$ cat config.mk
export PLATFORM = sky130hd
export DESIGN_NAME = csf_bank
export DESIGN_NICKNAME = d
export VERILOG_FILES = /design/src/core/csf_pkg.sv /design/src/core/csf_edge_det.sv /design/src/core/csf_flag_byte.sv /design/src/core/csf_bank.sv
export SDC_FILE = /design/constraint.sdc
export NUM_CORES = 1
export LEC_CHECK = 0
export BUFFER_PORTS_ARGS = -buffer_cell sky130_fd_sc_hd__buf_2
export CAP_MARGIN = 10
export CORE_MARGIN = 8
export CORE_UTILIZATION = 54
export CTS_BUF_LIST = sky130_fd_sc_hd__clkbuf_16
export DETAILED_ROUTE_END_ITERATION = 6
export PLACE_DENSITY = 0.95
export SLEW_MARGIN = 15
export SYNTH_ARGS = -nofsm -noshare
export SYNTH_HDL_FRONTEND = slang
export SYNTH_SLANG_ARGS = --single-unit
$ cat constraint.sdc
create_clock -name MCLK_I -period 2.3 [get_ports MCLK_I]
set_input_delay 0.23 -clock MCLK_I [delete_from_list [all_inputs] [get_ports MCLK_I]]
set_output_delay 0.23 -clock MCLK_I [all_outputs]
set_load 0.02 [all_outputs]
$ cat src/core/csf_pkg.sv
// Purpose: Shared constants and carriers for the charger status and flag bank.
// Assumes: Byte-wide register port, one clock, synchronous active-high reset.
// Notes:   Offsets are the printed register addresses.
package csf_pkg;

  // Register offsets
  localparam logic [7:0] CSF_OFS_FAULT_STAT  = 8'h01;
  localparam logic [7:0] CSF_OFS_ALARM_STAT  = 8'h02;
  localparam logic [7:0] CSF_OFS_CHG_FLAGS   = 8'h03;
  localparam logic [7:0] CSF_OFS_FAULT_FLAGS = 8'h04;

  // Reset value of both flag bytes
  localparam logic [7:0] CSF_FLAG_RESET = 8'h00;

  // Fault status / fault flag bit positions
  localparam int CSF_B_OVP   = 7;
  localparam int CSF_B_OCP   = 5;
  localparam int CSF_B_UVLO  = 4;
  localparam int CSF_B_COLD  = 3;
  localparam int CSF_B_COOL  = 2;
  localparam int CSF_B_WARM  = 1;
  localparam int CSF_B_HOT   = 0;

  // Alarm status bit positions
  localparam int CSF_B_CMP1  = 6;
  localparam int CSF_B_CMP2  = 5;
  localparam int CSF_B_CMP3  = 4;
  localparam int CSF_B_OPEN  = 0;

  // Charger flag bit positions
  localparam int CSF_B_TAPER = 6;
  localparam int CSF_B_DONE  = 5;
  localparam int CSF_B_ILIM  = 4;
  localparam int CSF_B_PPATH = 3;
  localparam int CSF_B_VDPM  = 2;
  localparam int CSF_B_THERM = 1;
  localparam int CSF_B_PGOOD = 0;

  // Live conditions from the fault and thermistor circuits
  typedef struct packed {
    logic input_overvoltage_state;
    logic battery_overcurrent_state;
    logic battery_undervoltage_state;
    logic thermistor_cold_state;
    logic thermistor_cool_state;
    logic thermistor_warm_state;
    logic thermistor_hot_state;
  } csf_fault_s;

  // Live comparator and thermistor-open conditions
  typedef struct packed {
    logic comparator_one_alarm_state;
    logic comparator_two_alarm_state;
    logic comparator_three_alarm_state;
    logic thermistor_open_state;
  } csf_alarm_s;

  // Live charger regulation conditions
  typedef struct packed {
    logic taper_active;
    logic done_active;
    logic input_limit_active;
    logic powerpath_active;
    logic input_voltage_active;
    logic thermal_active;
  } csf_charger_s;

  // Register access request
  typedef struct packed {
    logic       rd;
    logic       wr;
    logic [7:0] addr;
    logic [7:0] wdata;
  } csf_req_s;

endpackage : csf_pkg

$ cat src/core/csf_edge_det.sv
// Purpose: Rising-edge (or any-edge) detector for a vector of live levels.
// Assumes: Levels are synchronous to the clock.
// Notes:   First cycle after reset raises no edge; history loads quietly.
`timescale 1ns/1ps
module csf_edge_det
  import csf_pkg::*;
#(
  parameter int W   = 8,
  parameter bit ANY = 1'b0
) (
  // Clock and reset
  input  wire logic         clk_i,
  input  wire logic         rst_i,
  // Levels in, pulses out
  input  wire logic [W-1:0] lvl_i,
  output logic      [W-1:0] pulse_o
);

  logic [W-1:0] prev_r;
  logic         primed_r;

  // Remember last level so each transition becomes one pulse
  always_ff @(posedge clk_i) begin
    if (rst_i) begin
      prev_r   <= '0;
      primed_r <= 1'b0;
    end else begin
      prev_r   <= lvl_i;
      primed_r <= 1'b1;
    end
  end

  // Either direction or rising only
  assign pulse_o = !primed_r ? '0 : (ANY ? (lvl_i ^ prev_r) : (lvl_i & ~prev_r));

endmodule : csf_edge_det

$ cat src/core/csf_flag_byte.sv
// Purpose: One clear-on-read byte of sticky event flags.
// Assumes: Set pulses and read strobe are synchronous to the clock.
// Notes:   A set in the clearing cycle survives the clear.
`timescale 1ns/1ps
module csf_flag_byte
  import csf_pkg::*;
(
  // Clock and reset
  input  wire logic       clk_i,
  input  wire logic       rst_i,
  // Events and clearing read
  input  wire logic [7:0] set_i,
  input  wire logic       clr_i,
  // Flag contents
  output logic      [7:0] flags_o
);

  logic [7:0] flags_r;
  logic [7:0] flags_nxt;

  // Set beats clear so no event is lost across a read
  always_comb begin
    flags_nxt = (clr_i ? 8'h00 : flags_r) | set_i;
  end

  always_ff @(posedge clk_i) begin
    if (rst_i) begin
      flags_r <= CSF_FLAG_RESET;
    end else begin
      flags_r <= flags_nxt;
    end
  end

  assign flags_o = flags_r;

endmodule : csf_flag_byte

$ cat src/core/csf_bank.sv
// Purpose: Charger status and event-flag register group, read by a host.
// Assumes: Register requests arrive as one-cycle rd/wr strobes with a byte address.
// Notes:   Read data is registered and valid the cycle after the read strobe.
//
// Summary of operation
// - Offset 0x1 reads live fault and thermistor status; read-only, no reset value.
// - Bit 7 of fault status shows input overvoltage active.
// - Bit 5 of fault status shows battery overcurrent protection active.
// - Bit 4 of fault status is 1 while battery is below lockout level.
// - Bit 3 of fault status shows thermistor cold region, charging suspended.
// - Bit 2 of fault status shows thermistor cool region, current reduced.
// - Bit 1 of fault status shows thermistor warm region, voltage reduced.
// - Bit 0 of fault status shows thermistor hot region; bit 6 reserved.
// - Offset 0x2 reads alarm and open status; bits 7 and 3..1 reserved.
// - Bits 6,5,4 of alarm status show comparators one, two, three met.
// - Charger event flags at offset 0x3, reset 0x0, cleared whole on read.
// - Charger flag bit 6 sets on entry to constant-voltage taper charging.
// - Charger flag bit 5 sets on charge termination.
// - Charger flag bit 4 sets on input current limiting.
// - Charger flag bit 3 sets on dynamic power-path management operation.
// - Charger flag bit 2 sets on input-voltage power management operation.
// - Charger flag bit 1 sets on thermal regulation; bit 7 reserved.
// - Charger flag bit 0 sets on any change of input power-good.
// - Fault event flags at offset 0x4, reset 0x0, cleared on read.
// - Power-good needs input above lockout, above battery plus offset, below overvoltage.
// - Fault flag bits 7,5..0 set on entry into the matching fault or region.
`timescale 1ns/1ps
module csf_bank
  import csf_pkg::*;
(
  // Clock and reset
  input  wire logic         MCLK_I,
  input  wire logic         RST_I,
  // Register access
  input  wire csf_req_s     REQ_I,
  output logic      [7:0]   RDATA_O,
  output logic              RVALID_O,
  // Live conditions from analog circuits
  input  wire csf_fault_s   FAULT_I,
  input  wire csf_alarm_s   ALARM_I,
  input  wire csf_charger_s CHARGER_I,
  // Input power-good comparator results
  input  wire logic         VIN_ABOVE_LOCKOUT_I,
  input  wire logic         VIN_ABOVE_BAT_SLEEP_I,
  input  wire logic         VIN_BELOW_OVERVOLTAGE_I,
  // Current power-good level
  output logic              PGOOD_O
);

  // Byte assembly shared by status and flag layouts
  function automatic logic [7:0] fault_byte(input csf_fault_s f);
    logic [7:0] b;
    b              = 8'h00;
    b[CSF_B_OVP]   = f.input_overvoltage_state;
    b[CSF_B_OCP]   = f.battery_overcurrent_state;
    b[CSF_B_UVLO]  = f.battery_undervoltage_state;
    b[CSF_B_COLD]  = f.thermistor_cold_state;
    b[CSF_B_COOL]  = f.thermistor_cool_state;
    b[CSF_B_WARM]  = f.thermistor_warm_state;
    b[CSF_B_HOT]   = f.thermistor_hot_state;
    return b;
  endfunction : fault_byte

  logic [7:0] fault_stat;
  logic [7:0] alarm_stat;
  logic [7:0] chg_lvl;
  logic [7:0] chg_rise;
  logic [7:0] pg_any;
  logic [7:0] fault_rise;
  logic [7:0] chg_set;
  logic [7:0] chg_flags;
  logic [7:0] fault_flags;
  logic       pgood;
  logic       rd_chg;
  logic       rd_fault;
  logic [7:0] rdata_nxt;
  logic [7:0] rdata_r;
  logic       rvalid_r;

  // Power-good is the conjunction of all three input windows
  assign pgood   = VIN_ABOVE_LOCKOUT_I & VIN_ABOVE_BAT_SLEEP_I
                 & VIN_BELOW_OVERVOLTAGE_I;
  assign PGOOD_O = pgood;

  // Live fault byte, reserved bit 6 forced low
  assign fault_stat = fault_byte(FAULT_I);

  // Live alarm byte, reserved bits read zero
  always_comb begin
    alarm_stat             = 8'h00;
    alarm_stat[CSF_B_CMP1] = ALARM_I.comparator_one_alarm_state;
    alarm_stat[CSF_B_CMP2] = ALARM_I.comparator_two_alarm_state;
    alarm_stat[CSF_B_CMP3] = ALARM_I.comparator_three_alarm_state;
    alarm_stat[CSF_B_OPEN] = ALARM_I.thermistor_open_state;
  end

  // Charger regulation levels lined up with their flag bits
  always_comb begin
    chg_lvl              = 8'h00;
    chg_lvl[CSF_B_TAPER] = CHARGER_I.taper_active;
    chg_lvl[CSF_B_DONE]  = CHARGER_I.done_active;
    chg_lvl[CSF_B_ILIM]  = CHARGER_I.input_limit_active;
    chg_lvl[CSF_B_PPATH] = CHARGER_I.powerpath_active;
    chg_lvl[CSF_B_VDPM]  = CHARGER_I.input_voltage_active;
    chg_lvl[CSF_B_THERM] = CHARGER_I.thermal_active;
  end

  // Regulation entries are rising edges of the live levels
  csf_edge_det #(
    .W   (8),
    .ANY (1'b0)
  ) u_chg_edge (
    .clk_i   (MCLK_I),
    .rst_i   (RST_I),
    .lvl_i   (chg_lvl),
    .pulse_o (chg_rise)
  );

  // Power-good flags on both directions of change
  csf_edge_det #(
    .W   (8),
    .ANY (1'b1)
  ) u_pg_edge (
    .clk_i   (MCLK_I),
    .rst_i   (RST_I),
    .lvl_i   ({7'h00, pgood}),
    .pulse_o (pg_any)
  );

  // Fault and region entries
  csf_edge_det #(
    .W   (8),
    .ANY (1'b0)
  ) u_fault_edge (
    .clk_i   (MCLK_I),
    .rst_i   (RST_I),
    .lvl_i   (fault_stat),
    .pulse_o (fault_rise)
  );

  // Merge the power-good change into bit 0; bit 7 stays reserved
  always_comb begin
    chg_set              = chg_rise;
    chg_set[7]           = 1'b0;
    chg_set[CSF_B_PGOOD] = pg_any[0];
  end

  // Clearing reads; writes never reach the flag bytes
  assign rd_chg   = REQ_I.rd && (REQ_I.addr == CSF_OFS_CHG_FLAGS);
  assign rd_fault = REQ_I.rd && (REQ_I.addr == CSF_OFS_FAULT_FLAGS);

  csf_flag_byte u_chg_flags (
    .clk_i   (MCLK_I),
    .rst_i   (RST_I),
    .set_i   (chg_set),
    .clr_i   (rd_chg),
    .flags_o (chg_flags)
  );

  csf_flag_byte u_fault_flags (
    .clk_i   (MCLK_I),
    .rst_i   (RST_I),
    .set_i   (fault_rise),
    .clr_i   (rd_fault),
    .flags_o (fault_flags)
  );

  // Read mux; the flag value returned is the one present before the clear
  always_comb begin
    case (REQ_I.addr)
      CSF_OFS_FAULT_STAT:  rdata_nxt = fault_stat;
      CSF_OFS_ALARM_STAT:  rdata_nxt = alarm_stat;
      CSF_OFS_CHG_FLAGS:   rdata_nxt = chg_flags;
      CSF_OFS_FAULT_FLAGS: rdata_nxt = fault_flags;
      default:             rdata_nxt = 8'h00;
    endcase
  end

  // Registered read data; held between reads
  always_ff @(posedge MCLK_I) begin
    if (RST_I) begin
      rdata_r <= 8'h00;
    end else if (REQ_I.rd) begin
      rdata_r <= rdata_nxt;
    end
  end

  // One-cycle answer strobe
  always_ff @(posedge MCLK_I) begin
    if (RST_I) begin
      rvalid_r <= 1'b0;
    end else begin
      rvalid_r <= REQ_I.rd;
    end
  end

  assign RDATA_O  = rdata_r;
  assign RVALID_O = rvalid_r;
endmodule : csf_bank

Yosys cells after proc, flatten, opt, wreduce, memory -nomap -nowiden
Index checks and enable logic that the tools add are counted.

Flip-flop bits (word level): 41. Bits in latches: 0. Memory bits (writable): 0. Memory bits (read-only): 0. Word-level logic and storage cells: 31. Memories kept: 0.

Add/subtract/negate cells: 0. Multipliers: 0. Div/mod/pow operators: 0. $lt $le $gt $ge: 0. Equal/unequal tests: 4. Shift operators: 0. Multiplexer cells: 7. Bitwise operators: 9. Reduce and logical (&&, ||, !) cells: 2.

Operators by type and width (number): 8-bit one-hot mux with 4 select lines (1); 8-bit two-way mux (3); 8-bit by 2-bit == test with 1-bit output (second input constant) (2); 8-bit AND (1); 8-bit by 1-bit == test with 1-bit output (second input constant) (1); 8-bit by 3-bit == test with 1-bit output (second input constant) (1); 8-bit inverter (1); 8-bit by 7-bit bitwise OR with 8-bit output (1); 8-bit bitwise OR (1); 7-bit AND (1); 7-bit two-way mux (1); 7-bit inverter (1); 1-bit AND (2); 1-bit logical AND (2); 1-bit two-way mux (2); 1-bit XOR (1).

Logic depth before layout (Yosys ltp)
Gate-level depths: netlist of the first run.

Depth in word-level cells: 5. Gate-level depth with buffers: 5.

Hierarchy
A second synthesis of the first run with hierarchy kept.

Cells, all modules: 226. Area, all modules: 2200.9 sq um.

Modules (own cells, without submodules): csf_bank (instances 1, cells each 74, area an instance 628.1 sq um, seq. area each 180.2 sq um); csf_edge_det (u_chg_edge ...) (instances 2, cells each 26, area an instance 304.0 sq um, seq. area each 180.2 sq um); csf_flag_byte (instances 2, cells each 33, area an instance 304.0 sq um, seq. area each 160.2 sq um); csf_edge_det (u_pg_edge) (instances 1, cells each 34, area an instance 356.6 sq um, seq. area each 180.2 sq um).

Worst setup path before layout of the first run
OpenSTA, ideal clock, no wires.

Path kind: input port to flip-flop. From: input REQ_I[11] in the netlist's numbering. To: register u_fault_flags.flags_r[2], in the netlist u_fault_flags.flags_o[2]. Arrival: 1.296 ns. Data required time: 2.168 ns. Slack: 0.872 ns. Cell stages on the path: 5. Path buffers: 2. Cells stage by stage: or4b_1 -> buf_2 -> buf_6 -> o31ai_1 -> a21oi_1.

Word-level cells in the longest chain between the ends: 4.

Ends and longest elaborated chain: start, declared (RTL line csf_bank.sv:35) `input wire csf_req_s REQ_I,`; 8-bit by 3-bit == test with 1-bit output (RTL line csf_bank.sv:150) `assign rd_fault = REQ_I.rd && (REQ_I.addr == CSF_OFS_FAULT_FLAGS);`; 1-bit logical AND (RTL line csf_bank.sv:150); 8-bit two-way mux (RTL line csf_flag_byte.sv:23) `flags_nxt = (clr_i ? 8'h00 : flags_r) | set_i;`; 8-bit bitwise OR (RTL line csf_flag_byte.sv:23); end signal, assigned (RTL line csf_flag_byte.sv:30) `flags_r <= flags_nxt;`; end, declared (RTL line csf_flag_byte.sv:18) `logic [7:0] flags_r;`.

Every way passes these cells. A chain may end at the register's enable or synchronous reset.

Final worst setup path of the first run
From: input REQ_I[17] in the netlist's numbering. To: register u_chg_flags.flags_r[2], in the netlist u_chg_flags.flags_o[2].

Word-level cells in the longest chain between the ends: 3.

Ends and longest elaborated chain: 1-bit logical AND (RTL line csf_bank.sv:149) `assign rd_chg = REQ_I.rd && (REQ_I.addr == CSF_OFS_CHG_FLAGS);`; 8-bit two-way mux (RTL line csf_flag_byte.sv:23); 8-bit by 7-bit bitwise OR with 8-bit output (RTL line csf_flag_byte.sv:23); end signal, assigned (RTL line csf_flag_byte.sv:30); end, declared (RTL line csf_flag_byte.sv:18).

Every way passes these cells.

==> results.py, run 1 <==
metrics = {
    "run_status": {
        "status": "complete, no violations",
    },
    "power_and_ir_drop": {
        "p_leak_nw": 0.736,
        "comb_power_share_pct": 9.4,
        "pwr-share-seq_pct": 48.5,
        "ir_drop_v": 0.000438,
        "intPower_mw": 1.14,
        "switching_power_uw": 314,
        "sw_frac_of_total_pct": 21.6,
        "clockPowerShare_pct": 42.1,
        "power.density_nw_per_um2": 756,
    },
    "cts": {
        "cts_setup_buffers": 0,
        "clk_path_buf_depth": 2,
        "hold_buffers": 0,
        "cts_max_level": 2,
        "cts_buffers": 5,
        "root_buffer": "clkbuf_16",
        "clkTransAtPathRegs_ns": 0.05,
        "clk_latency_ns": 0.27,
        "cts_tree": "done",
        "cts.repair.resized": 0,
        "cts.sinks": 38,
    },
    "worst_setup_path": {
        "path_max_fanout": 14,
        "end_kind": "flip-flop",
        "start_kind": "input port",
        "r2r_setup_slack_ns": 1.20,
        "reg2reg_from": "u_chg_flags.flags_o[3]",
        "cpPeakStageDelay_ns": 0.72,
        "crit_arrival_ns": 1.63,
        "r2r_cells": 3,
        "worst_ep_required_time_ns": 2.43,
        "worstPathCellList": "buf_2, or4b_1, o31ai_1, a21oi_1",
        "cpMaxStageDelayCell": "or4b_1",
        "criticalPathCategory": "input port to flip-flop",
        "r2r_end": "RDATA_O[3]",
    },
    "synthesis": {
        "synthMuxAreaShare_pct": 4.87,
        "yosys.area_share.simple_pct": 22.2,
        "syn_nets": 205,
        "synth_top_family_by_area": "simple AND/OR/NAND/NOR gates",
        "postSynthAreaPerCell_sq_um": 9.80,
        "synthAdderAreaFrac_pct": 0,
        "ys_warn_count": 0,
        "synth_compound_area_share_pct": 21.1,
        "syn_area_sq_um": 1620,
        "synth_xor_area_share_pct": 0.541,
        "yosys_register_bits": 38,
        "synth_cell_type_count": 33,
        "ys_seq_area_share_pct": 47.0,
        "syn_inst": 165,
    },
    "sta": {
        "setup-violations-final": 0,
        "rsz0062_at_grt": "no",
        "tightest_slew_ns": 0.647,
        "postLayoutSetupSlackWorst_ns": 0.793,
        "drv_slew": 0,
        "fmax_mhz": 664,
        "slew_headroom_pct": 56.2,
        "clock_skew_ns": 0.00512,
        "hold_viol": 0,
        "fin_crit_sh_pct": 65.5,
        "fin_hold_ws_ns": 0.184,
        "period_needed_ns": 1.51,
        "tns_ns": 0,
    },
    "floorplanning": {
        "die_h_microns": 70.7,
        "rows": 20,
        "die_w_microns": 70.7,
        "core_area_sq_um": 2950,
        "floorplan.initialDensity_pct": 54.8,
        "pin_count": 50,
        "die-area_sq_um": 5000,
    },
    "routing": {
        "dr.pass1.iters": 4,
        "wl_per_cell_microns": 16.7,
        "routed_wl_mm": 3.83,
        "drtAntennaViolNets": 0,
        "drc": 0,
        "drt-initial-drc-count": 86,
        "vias": 1346,
        "viasPerCell": 5.85,
    },
    "worst_hold_path": {
        "worst_hold_path_type": "input port to flip-flop",
        "hold-path-cell-count": 2,
        "hold_start": "CHARGER_I[4]",
        "hold_end": "u_chg_edge.prev_r[5]",
    },
    "place": {
        "portBuffers": 40,
        "dp_cells": 224,
        "gp_congestion": 0.845,
        "dp_hpwl_mm": 2.63,
        "dp_slack_ns": 0.548,
    },
    "grt": {
        "grt.total_usage_pct": 16.0,
        "grt_pass1_vias": 1405,
        "antenna_found_initial": 0,
        "grt_max_degree": 35,
        "grt_pass1_wl_mm": 6.49,
        "grt.overflow.total": 0,
    },
    "layout": {
        "fillers": 258,
        "drive_gt1_share_pct": 28.4,
        "n_antenna_cell": 0,
        "syn_to_final_growth_pct": 18.9,
        "multiInputGateArea_sq_um": 788,
        "register_area_sq_um": 761,
        "nNetsFinal": 238,
        "instances_no_fill": 230,
    },
    "flow_run": {
        "drv_cap": 0,
    },
}
## sequential cells by signal, summed over array words and instances, names as in the netlist
signal / flops
u_fault_flags.flags_o: 7
u_chg_edge.prev_r: 6
RDATA_O: 8
u_fault_edge.prev_r: 7
u_chg_flags.flags_o: 7
u_pg_edge.prev_r: 1
RVALID_O: 1
u_fault_edge.primed_r: 1
## routing by layer
layer | share of wire [%] | vias to the layer above | GRT usage (%)
met3 | 7.1 | 7 | 5.08
li1 | - | 671 | -
met4 | 1.4 | 0 | 6.24
met2 | 48 | 47 | 27.0
met1 | 43 | 621 | 18.4
met5 | 0 | - | 0
## worst max-delay path by stage
| stage | slack [ns] | depth (start not counted) | start | to |
|---|---|---|---|---|
| 2_1_floorplan | 0.87 | 5 | REQ_I[11] | u_fault_flags.flags_o[2] |
| 5_1_grt | 0.69 | 4 | REQ_I[17] | u_chg_flags.flags_o[0] |
| 4_1_cts | 0.79 | 4 | REQ_I[17] | u_chg_flags.flags_o[0] |
| 6_report | 0.79 | 4 | REQ_I[17] | u_chg_flags.flags_o[2] |
| 3_3_place_gp | 0.58 | 4 | REQ_I[17] | u_chg_flags.flags_o[3] |
| 3_5_place_dp | 0.55 | 4 | REQ_I[17] | u_fault_flags.flags_o[7] |
## metrics by stage
step	power (mW)	utilization (%)	instance area [sq um]
after floorplan	0.804	-	1620
after global placement	0.847	60.8	1790
after detailed placement	0.852	60.8	1790
after CTS	1.47	65.1	1920
after global routing	1.51	65.1	1920
final	1.45	65.1	1920
## cells by family after synthesis
logic type / after synthesis
AO/OA/AOI/OAI: 49
XOR/XNOR: 1
flip-flops: 38
buffers and inverters: 15
multiplexers: 7
AND/OR/NAND/NOR: 55
## layout make-up
type	instances	share of cell area (%)
well taps	33	2.15
inverters	1	0.195
multi-input cells	112	41.0
flip-flops and latches	38	39.6
repair buffers	40	10.4
clock inverters	1	0.195
clock buffers	5	6.51
## cell usage after synthesis
master / instances / share of area [%]
or3b_2: 1 / 0.54
nor2_1: 2 / 0.46
and2_1: 1 / 0.39
o311ai_1: 1 / 0.54
nor4b_1: 1 / 0.54
or2_2: 1 / 0.39
o41ai_1: 1 / 0.54
mux2_2: 7 / 4.9
nand3b_1: 15 / 7.0
buf_6: 1 / 0.70
and3_1: 1 / 0.39
xnor2_1: 1 / 0.54
nor3b_1: 1 / 0.46
a2bb2oi_1: 1 / 0.54
clkbuf_1: 9 / 2.1
buf_2: 4 / 1.2
dfxtp_1: 38 / 47
a22oi_1: 9 / 4.2
inv_1: 1 / 0.23
nor2b_1: 19 / 7.3
nand2_1: 6 / 1.4
a211oi_1: 3 / 1.4
nor3b_2: 1 / 0.77
o21ba_2: 1 / 0.62
o2111ai_1: 1 / 0.54
nand4_1: 1 / 0.39
nand2b_1: 4 / 1.5
o31ai_1: 13 / 6.0
o21ai_1: 1 / 0.31
a221oi_1: 3 / 1.6
a21oi_1: 14 / 4.3
or4b_1: 1 / 0.62
o211ai_1: 1 / 0.46
## layout by cell type, fill, tap and decap left out, types with 2 or more instances in the layout
cell,Yosys,final
nor2_1,2,2
nor2b_1,19,19
clkbuf_16,0,5
nand2_1,6,6
a22oi_1,9,9
a211oi_1,3,3
mux2_2,7,7
dfxtp_1,38,38
a21oi_1,14,14
buf_2,4,40
o31ai_1,13,13
nand2b_1,4,4
nand3b_1,15,15
a221oi_1,3,3
## power groups by stage
| stage | registers (mW) | clock network [mW] | logic (mW) |
|---|---|---|---|
| 3_3_place_gp | 0.717 | 0 | 0.131 |
| 3_5_place_dp | 0.717 | 0 | 0.135 |
| 2_1_floorplan | 0.712 | 0 | 0.0916 |
| 6_report | 0.705 | 0.612 | 0.137 |
| 4_1_cts | 0.705 | 0.626 | 0.137 |
| 5_1_grt | 0.707 | 0.647 | 0.151 |
## critical path, delay by kind of cell
kind / cells / cell delay, ns
AOI/OAI and AO/OA: 2 / 0.48
buffers and inverters: 1 / 0.20
and+or+nand+nor: 1 / 0.72
(Power assumes the default switching activity.)
==> run 2, diff against run 1 <==
--- a/config.mk
+++ b/config.mk
@@ -5,13 +5,14 @@
 export SDC_FILE = /design/constraint.sdc
 export NUM_CORES = 1
 export LEC_CHECK = 0
+export ABC_AREA = 1
 export BUFFER_PORTS_ARGS = -buffer_cell sky130_fd_sc_hd__buf_2
 export CAP_MARGIN = 10
 export CORE_MARGIN = 8
-export CORE_UTILIZATION = 54
+export CORE_UTILIZATION = 50
 export CTS_BUF_LIST = sky130_fd_sc_hd__clkbuf_16
 export DETAILED_ROUTE_END_ITERATION = 6
-export PLACE_DENSITY = 0.95
+export PLACE_DENSITY = 0.9
 export SLEW_MARGIN = 15
 export SYNTH_ARGS = -nofsm -noshare
 export SYNTH_HDL_FRONTEND = slang
==> constraint.sdc (replaced) <==
create_clock -name MCLK_I -period 1.5 [get_ports MCLK_I]
set_input_delay 0.15 -clock MCLK_I [delete_from_list [all_inputs] [get_ports MCLK_I]]
set_output_delay 0.15 -clock MCLK_I [all_outputs]
set_load 0.02 [all_outputs]
==> run 2 against run 1 <==
  * Synthesized cell count rose by 26%
  * Hold slack got worse by 0.099 ns
  * Register-to-register slack got worse by 0.70 ns
  * Clock power grew 54%
  * Flip-flop and latch count unchanged
  * Global-route usage fell by 2.2 points
  * Largest cell class is now sequential cells
  * Die area up 7.3%
  * Largest power group unchanged
  * Non-clock buffer count up 3
==> results.py, run 2 <==
metrics = {
    "sta": {
        "setup-violations-final": 0,
        "fin_crit_sh_pct": 66.5,
        "rsz0062_at_grt": "no",
        "fmax_mhz": 1000,
        "clock_skew_ns": 0.00172,
        "slew_headroom_pct": 78.1,
        "hold_viol": 0,
        "drv_slew": 0,
        "tns_ns": 0,
        "period_needed_ns": 0.997,
        "tightest_slew_ns": 0.328,
    },
    "cts": {
        "clkTransAtPathRegs_ns": 0.05,
        "cts.sinks": 38,
        "cts.repair.resized": 0,
        "hold_buffers": 0,
        "clk_path_buf_depth": 2,
        "root_buffer": "clkbuf_16",
        "cts_tree": "done",
        "cts_setup_buffers": 0,
        "cts_buffers": 5,
        "clk_latency_ns": 0.28,
        "cts_max_level": 2,
    },
    "layout": {
        "drive_gt1_share_pct": 27.6,
        "instances_no_fill": 294,
        "multiInputGateArea_sq_um": 718,
        "layout_common_cells": "40 x nand2_1, 40 x buf_2, 38 x dfxtp_1, 25 x nand3_1, 23 x nor2_1",
        "register_area_sq_um": 761,
        "nNetsFinal": 291,
        "fillers": 294,
        "largest_reg_flops": 8,
        "syn_to_final_growth_pct": 21.0,
        "n_antenna_cell": 0,
    },
    "power_and_ir_drop": {
        "power.density_nw_per_um2": 1120,
        "p_leak_nw": 0.950,
        "ir_drop_v": 0.000665,
    },
    "worst_setup_path": {
        "crit_arrival_ns": 1.21,
        "criticalPathCategory": "flip-flop to flip-flop",
        "worst_ep_required_time_ns": 1.71,
        "end_kind": "flip-flop",
        "startpoint": "u_fault_edge.primed_r",
        "reg2reg_from": "u_fault_edge.primed_r",
        "path_max_fanout": 9,
        "start_kind": "flip-flop",
    },
    "worst_hold_path": {
        "worst_hold_path_type": "input port to flip-flop",
        "hold_start": "CHARGER_I[4]",
    },
    "routing": {
        "dr.pass1.iters": 4,
        "vias": 1471,
        "drc": 0,
        "viasPerCell": 5.00,
        "routed_wl_mm": 3.56,
        "drtAntennaViolNets": 0,
        "wl_per_cell_microns": 12.1,
        "drt-initial-drc-count": 106,
    },
    "grt": {
        "grt.total_usage_pct": 13.9,
        "grt_pass1_vias": 1345,
        "grt_pass1_wl_mm": 5.71,
        "grt.overflow.total": 0,
        "grt_max_degree": 26,
        "antenna_found_initial": 0,
    },
    "run_status": {
        "status": "complete, no violations",
    },
    "place": {
        "gp_congestion": 0.778,
        "dp_hpwl_mm": 2.74,
        "dp_cells": 288,
        "portBuffers": 40,
    },
    "synthesis": {
        "syn_nets": 248,
        "ys_seq_area_share_pct": 46.4,
        "synth_flop_cell": "dfxtp_1",
        "synth_common_cells": "40 x nand2_1, 38 x dfxtp_1, 25 x nand3_1, 23 x nor2_1, 20 x inv_1",
        "netlist_top_cells_area": "dfxtp_1 46%, nand2_1 9.2%, nand3_1 7.6%",
        "synth_most_common_cell": "nand2_1",
        "postSynthAreaPerCell_sq_um": 7.88,
        "synth_edf_count": 0,
        "ys_warn_count": 0,
        "synth_cell_type_count": 25,
        "syn_inst": 208,
        "syn_area_sq_um": 1640,
        "synth.top_cell.area_share_pct": 46.4,
        "synth_top_area_cell": "dfxtp_1",
        "yosys_register_bits": 38,
        "async_reset_ff_share_pct": 0,
    },
    "floorplanning": {
        "pin_count": 50,
        "die_w_microns": 73.3,
        "core_area_sq_um": 3080,
        "die-area_sq_um": 5370,
        "rows": 20,
        "die_h_microns": 73.3,
        "floorplan.initialDensity_pct": 53.3,
    },
    "flow_run": {
        "drv_cap": 0,
    },
}
-- run 2: cell count changes after synthesis, sizes merged, moves of 10 or more --
cell,delta
nor2b,-19
inv,+24
nand3,+27
o31ai,-11
nand2,+39
nor2,+27
o21ai,+10
-- run 2: power by group --
| part | switching [mW] | leakage [nW] | total [mW] | internal [mW] |
|---|---|---|---|---|
| combinational | 0.112 | 0.573 | 0.188 | 0.0759 |
| sequential | 0.0217 | 0.313 | 1.08 | 1.06 |
| clock | 0.355 | 0.0632 | 0.944 | 0.589 |
-- run 2: cell type report --
| type | count | area share [%] |
|---|---|---|
| sequential | 38 | 38.4 |
| multi-input combinational | 137 | 36.2 |
| timing repair buffer | 43 | 11.2 |
| clock buffer | 5 | 6.31 |
| inverter | 26 | 4.92 |
| tap | 44 | 2.78 |
| clock inverter | 1 | 0.189 |
-- run 2: final timing paths --
path,end,slack (ns),cells after the start
setup / recovery,u_chg_flags.flags_o[0],0.50,3
hold / removal,u_chg_edge.prev_r[5],0.08,3
setup reg to reg,u_chg_flags.flags_o[0],0.50,3
hold reg to reg,RDATA_O[3],0.46,2
-- run 2: metrics by stage --
stage	setup WS [ns]	instance area, sq um	utilization [%]	power (mW)	hold WS (ns)
floorplan	0.591	1640	-	1.22	0.233
global placement	0.285	1850	60.2	1.28	0.365
detailed placement	0.268	1850	60.2	1.29	0.371
CTS	0.499	1980	64.4	2.24	0.0799
global route	0.373	1980	64.4	2.31	0.0983
finish	0.503	1980	64.4	2.21	0.0843
-- run 2: cells by family (layout without fill, tap and decap cells) --
kind of cell,after synthesis,count (layout),synth area share [%]
simple gates,108,108,33.7
flops,38,38,46.4
buf+inv,33,75,9.77
compound gates,29,29,10.2
-- run 2: layer usage --
layer / global-route usage (%) / vias up / wire length (microns)
met3: 5.71 / 2 / 233
li1: - / 748 / -
met1: 16.0 / 676 / 1550
met5: 0 / - / 0
met4: 5.33 / 0 / 25
met2: 22.1 / 45 / 1750
-- run 2: worst max-delay path, stage by stage (launching register included) --
cell and delay (ns):
dfxtp_1 0.51, a21boi_0 0.20, o21ai_0 0.10, a21oi_1 0.12
==> run 3, diff against run 2 <==
--- a/config.mk
+++ b/config.mk
@@ -5,14 +5,14 @@
 export SDC_FILE = /design/constraint.sdc
 export NUM_CORES = 1
 export LEC_CHECK = 0
-export ABC_AREA = 1
+export ABC_AREA = 0
 export BUFFER_PORTS_ARGS = -buffer_cell sky130_fd_sc_hd__buf_2
 export CAP_MARGIN = 10
 export CORE_MARGIN = 8
-export CORE_UTILIZATION = 50
+export CORE_UTILIZATION = 45
 export CTS_BUF_LIST = sky130_fd_sc_hd__clkbuf_16
 export DETAILED_ROUTE_END_ITERATION = 6
-export PLACE_DENSITY = 0.9
+export PLACE_DENSITY = 0.86
 export SLEW_MARGIN = 15
 export SYNTH_ARGS = -nofsm -noshare
 export SYNTH_HDL_FRONTEND = slang
==> constraint.sdc (replaced) <==
create_clock -name MCLK_I -period 0.9 [get_ports MCLK_I]
set_input_delay 0.09 -clock MCLK_I [delete_from_list [all_inputs] [get_ports MCLK_I]]
set_output_delay 0.09 -clock MCLK_I [all_outputs]
set_load 0.02 [all_outputs]
==> run 3 against run 2 <==
  * The run now ends with setup timing left
  * Via count grew 8.0%
  * Largest cell class is now multi-input combinational cells
  * Worst setup slack lost 0.66 ns
  * Critical path type is now input port to flip-flop
  * Highest routed layer unchanged
  * Non-clock buffer count grew 27
  * First-iteration DRC count shrank 4.7%
  * Critical path depth grew 1
  * Combinational power grew to 3.2 times the previous value
  * Sequential share of layout area shrank 7.3 points
  * Global-route usage grew 3.0 points
==> results.py, run 3 (synthesized netlist as in run 1, its figures left out) <==
metrics = {
    "grt": {
        "grt_pass1_wl_mm": 7.97,
        "grt.total_usage_pct": 16.9,
        "grt_pass1_vias": 1668,
        "grt.overflow.total": 0,
        "antenna_found_initial": 0,
        "grt_max_degree": 21,
    },
    "place": {
        "gp_congestion": 0.786,
        "dpl_cell_area_sq_um": 2080,
        "portBuffers": 40,
        "dp_hpwl_mm": 3.16,
    },
    "floorplanning": {
        "core_area_sq_um": 3390,
        "floorplan.initialDensity_pct": 47.7,
        "pin_count": 50,
        "die_w_microns": 76.0,
        "rows": 21,
        "die_h_microns": 76.0,
        "die-area_sq_um": 5770,
    },
    "sta": {
        "tightest_slew_ns": 0.418,
        "hold_viol": 0,
        "fin_crit_sh_pct": 117,
        "tns_ns": -2.30,
        "rsz0062_at_grt": "yes",
        "clock_skew_ns": 0.00427,
        "slew_headroom_pct": 72.1,
        "period_needed_ns": 1.06,
        "fmax_mhz": 947,
        "postLayoutSetupSlackWorst_ns": -0.156,
        "drv_slew": 0,
        "setup-violations-final": 22,
    },
    "worst_setup_path": {
        "r2r_end": "RDATA_O[3]",
        "worstPathCellList": "buf_8, or4b_4, o311ai_2, o21ai_1",
        "end_kind": "flip-flop",
        "cpMaxStageDelayCell": "or4b_4",
        "r2r_cells": 3,
        "path_max_fanout": 7,
        "cpPeakStageDelay_ns": 0.66,
        "start_kind": "input port",
        "reg2reg_from": "u_chg_flags.flags_o[3]",
        "crit_arrival_ns": 1.22,
        "criticalPathCategory": "input port to flip-flop",
        "worst_ep_required_time_ns": 1.06,
        "r2r_setup_slack_ns": -0.11,
    },
    "routing": {
        "drtAntennaViolNets": 0,
        "wl_per_cell_microns": 20.0,
        "routed_wl_mm": 5.50,
        "drt-initial-drc-count": 101,
        "viasPerCell": 5.78,
        "vias": 1589,
        "dr.pass1.iters": 4,
        "drc": 0,
    },
    "cts": {
        "cts_tree": "done",
        "cts.sinks": 38,
        "clk_path_buf_depth": 2,
        "root_buffer": "clkbuf_16",
        "cts_buffers": 5,
        "clkTransAtPathRegs_ns": 0.05,
        "cts_max_level": 2,
        "clk_latency_ns": 0.29,
    },
    "power_and_ir_drop": {
        "ir_drop_v": 0.00129,
        "p_leak_nw": 0.968,
        "power.density_nw_per_um2": 1640,
    },
    "layout": {
        "drive_gt1_share_pct": 54.1,
        "nNetsFinal": 269,
        "layout_common_cells": "32 x buf_4, 31 x buf_2, 29 x dfxtp_1, 19 x nor2b_1, 15 x nand3b_1",
        "layout_commonest_cell": "buf_4",
        "n_antenna_cell": 0,
        "largest_reg_flops": 8,
        "syn_to_final_growth_pct": 53.6,
        "design_area_sq_um": 2480,
        "finish.utilization_pct": 73.3,
    },
    "flow_run": {
        "drv_cap": 0,
    },
    "worst_hold_path": {
        "hold_start": "CHARGER_I[1]",
        "hold-path-cell-count": 2,
        "worst_hold_path_type": "input port to flip-flop",
        "hold_end": "u_chg_edge.prev_r[2]",
    },
    "run_status": {
        "status": "finished with violations",
        "violations": "setup timing",
    },
}
[run 3: cell count changes in the layout (fill, tap and decap cells not counted), moves of 17 or more]
cell	previous run	this run
nor2_1	23	2
inv_1	20	3
buf_4	3	32
nand3_1	25	0
nor2b_1	0	19
nand2_1	40	5
[run 3: how the worst max path moves through the flow]
stage,start,endpoint,slack (ns),cells past startpoint
2_1_floorplan,REQ_I[11],u_fault_flags.flags_o[2],-0.38,5
3_3_place_gp,REQ_I[11],u_chg_flags.flags_o[0],-0.39,4
3_5_place_dp,REQ_I[11],u_fault_flags.flags_o[2],-0.49,4
4_1_cts,u_chg_flags.flags_o[3],RDATA_O[3],-0.12,3
5_1_grt,REQ_I[15],RDATA_O[5],-0.17,6
6_report,REQ_I[15],u_chg_flags.flags_o[0],-0.16,4
[run 3: final cells by class]
cell class	instances	area [sq um]
inverters	1	3.75
well taps	46	57.6
multi-input cells	113	1040
repair buffers	70	478
clock buffers	5	125
fillers	226	905
flip-flops and latches	38	772
clock inverters	2	7.51
[run 3: worst max-delay path: cells and delay by family]
| kind | cells | cell delay, ns |
|---|---|---|
| compound gates | 2 | 0.36 |
| simple gates | 1 | 0.66 |
| buf+inv | 1 | 0.10 |
[run 3: routing by layer]
| metal | wire, microns | share of wire (%) | GRT usage [%] |
|---|---|---|---|
| met1 | 2350 | 43 | 19.1 |
| met2 | 2660 | 48 | 27.0 |
| met3 | 352 | 6.4 | 6.84 |
| met4 | 136 | 2.5 | 7.65 |
| met5 | 0 | 0 | 0 |
[run 3: what timing repair did]
| item | 4_1_cts | 5_1_grt |
|---|---|---|
| pin swaps | 18 | 7 |
| cloned | 1 | 0 |
| setup endpoints to repair | 24 | 26 |
| buffers inserted | 0 | 2 |
| gates resized for setup | 35 | 26 |
| hold buffers | 0 | 0 |
[run 3: power by group]
group          leakage (nW)  switching [mW]  internal [mW]
clock network        0.0723           0.669          0.990
logic                 0.579           0.299          0.300
registers             0.317          0.0483           1.76
total                 0.968            1.02           3.05
[run 3: metrics by stage]
stage          instances  hold WS, ns  worst slack (ns)  power, mW
6_report             275       0.0337            -0.156       4.07
5_1_grt              275       0.0431            -0.171       4.19
4_1_cts              273       0.0301            -0.120       3.98
3_5_place_dp         267        0.323            -0.489       2.29
3_3_place_gp         267        0.317            -0.395       2.27
2_1_floorplan        165        0.218            -0.383       2.08
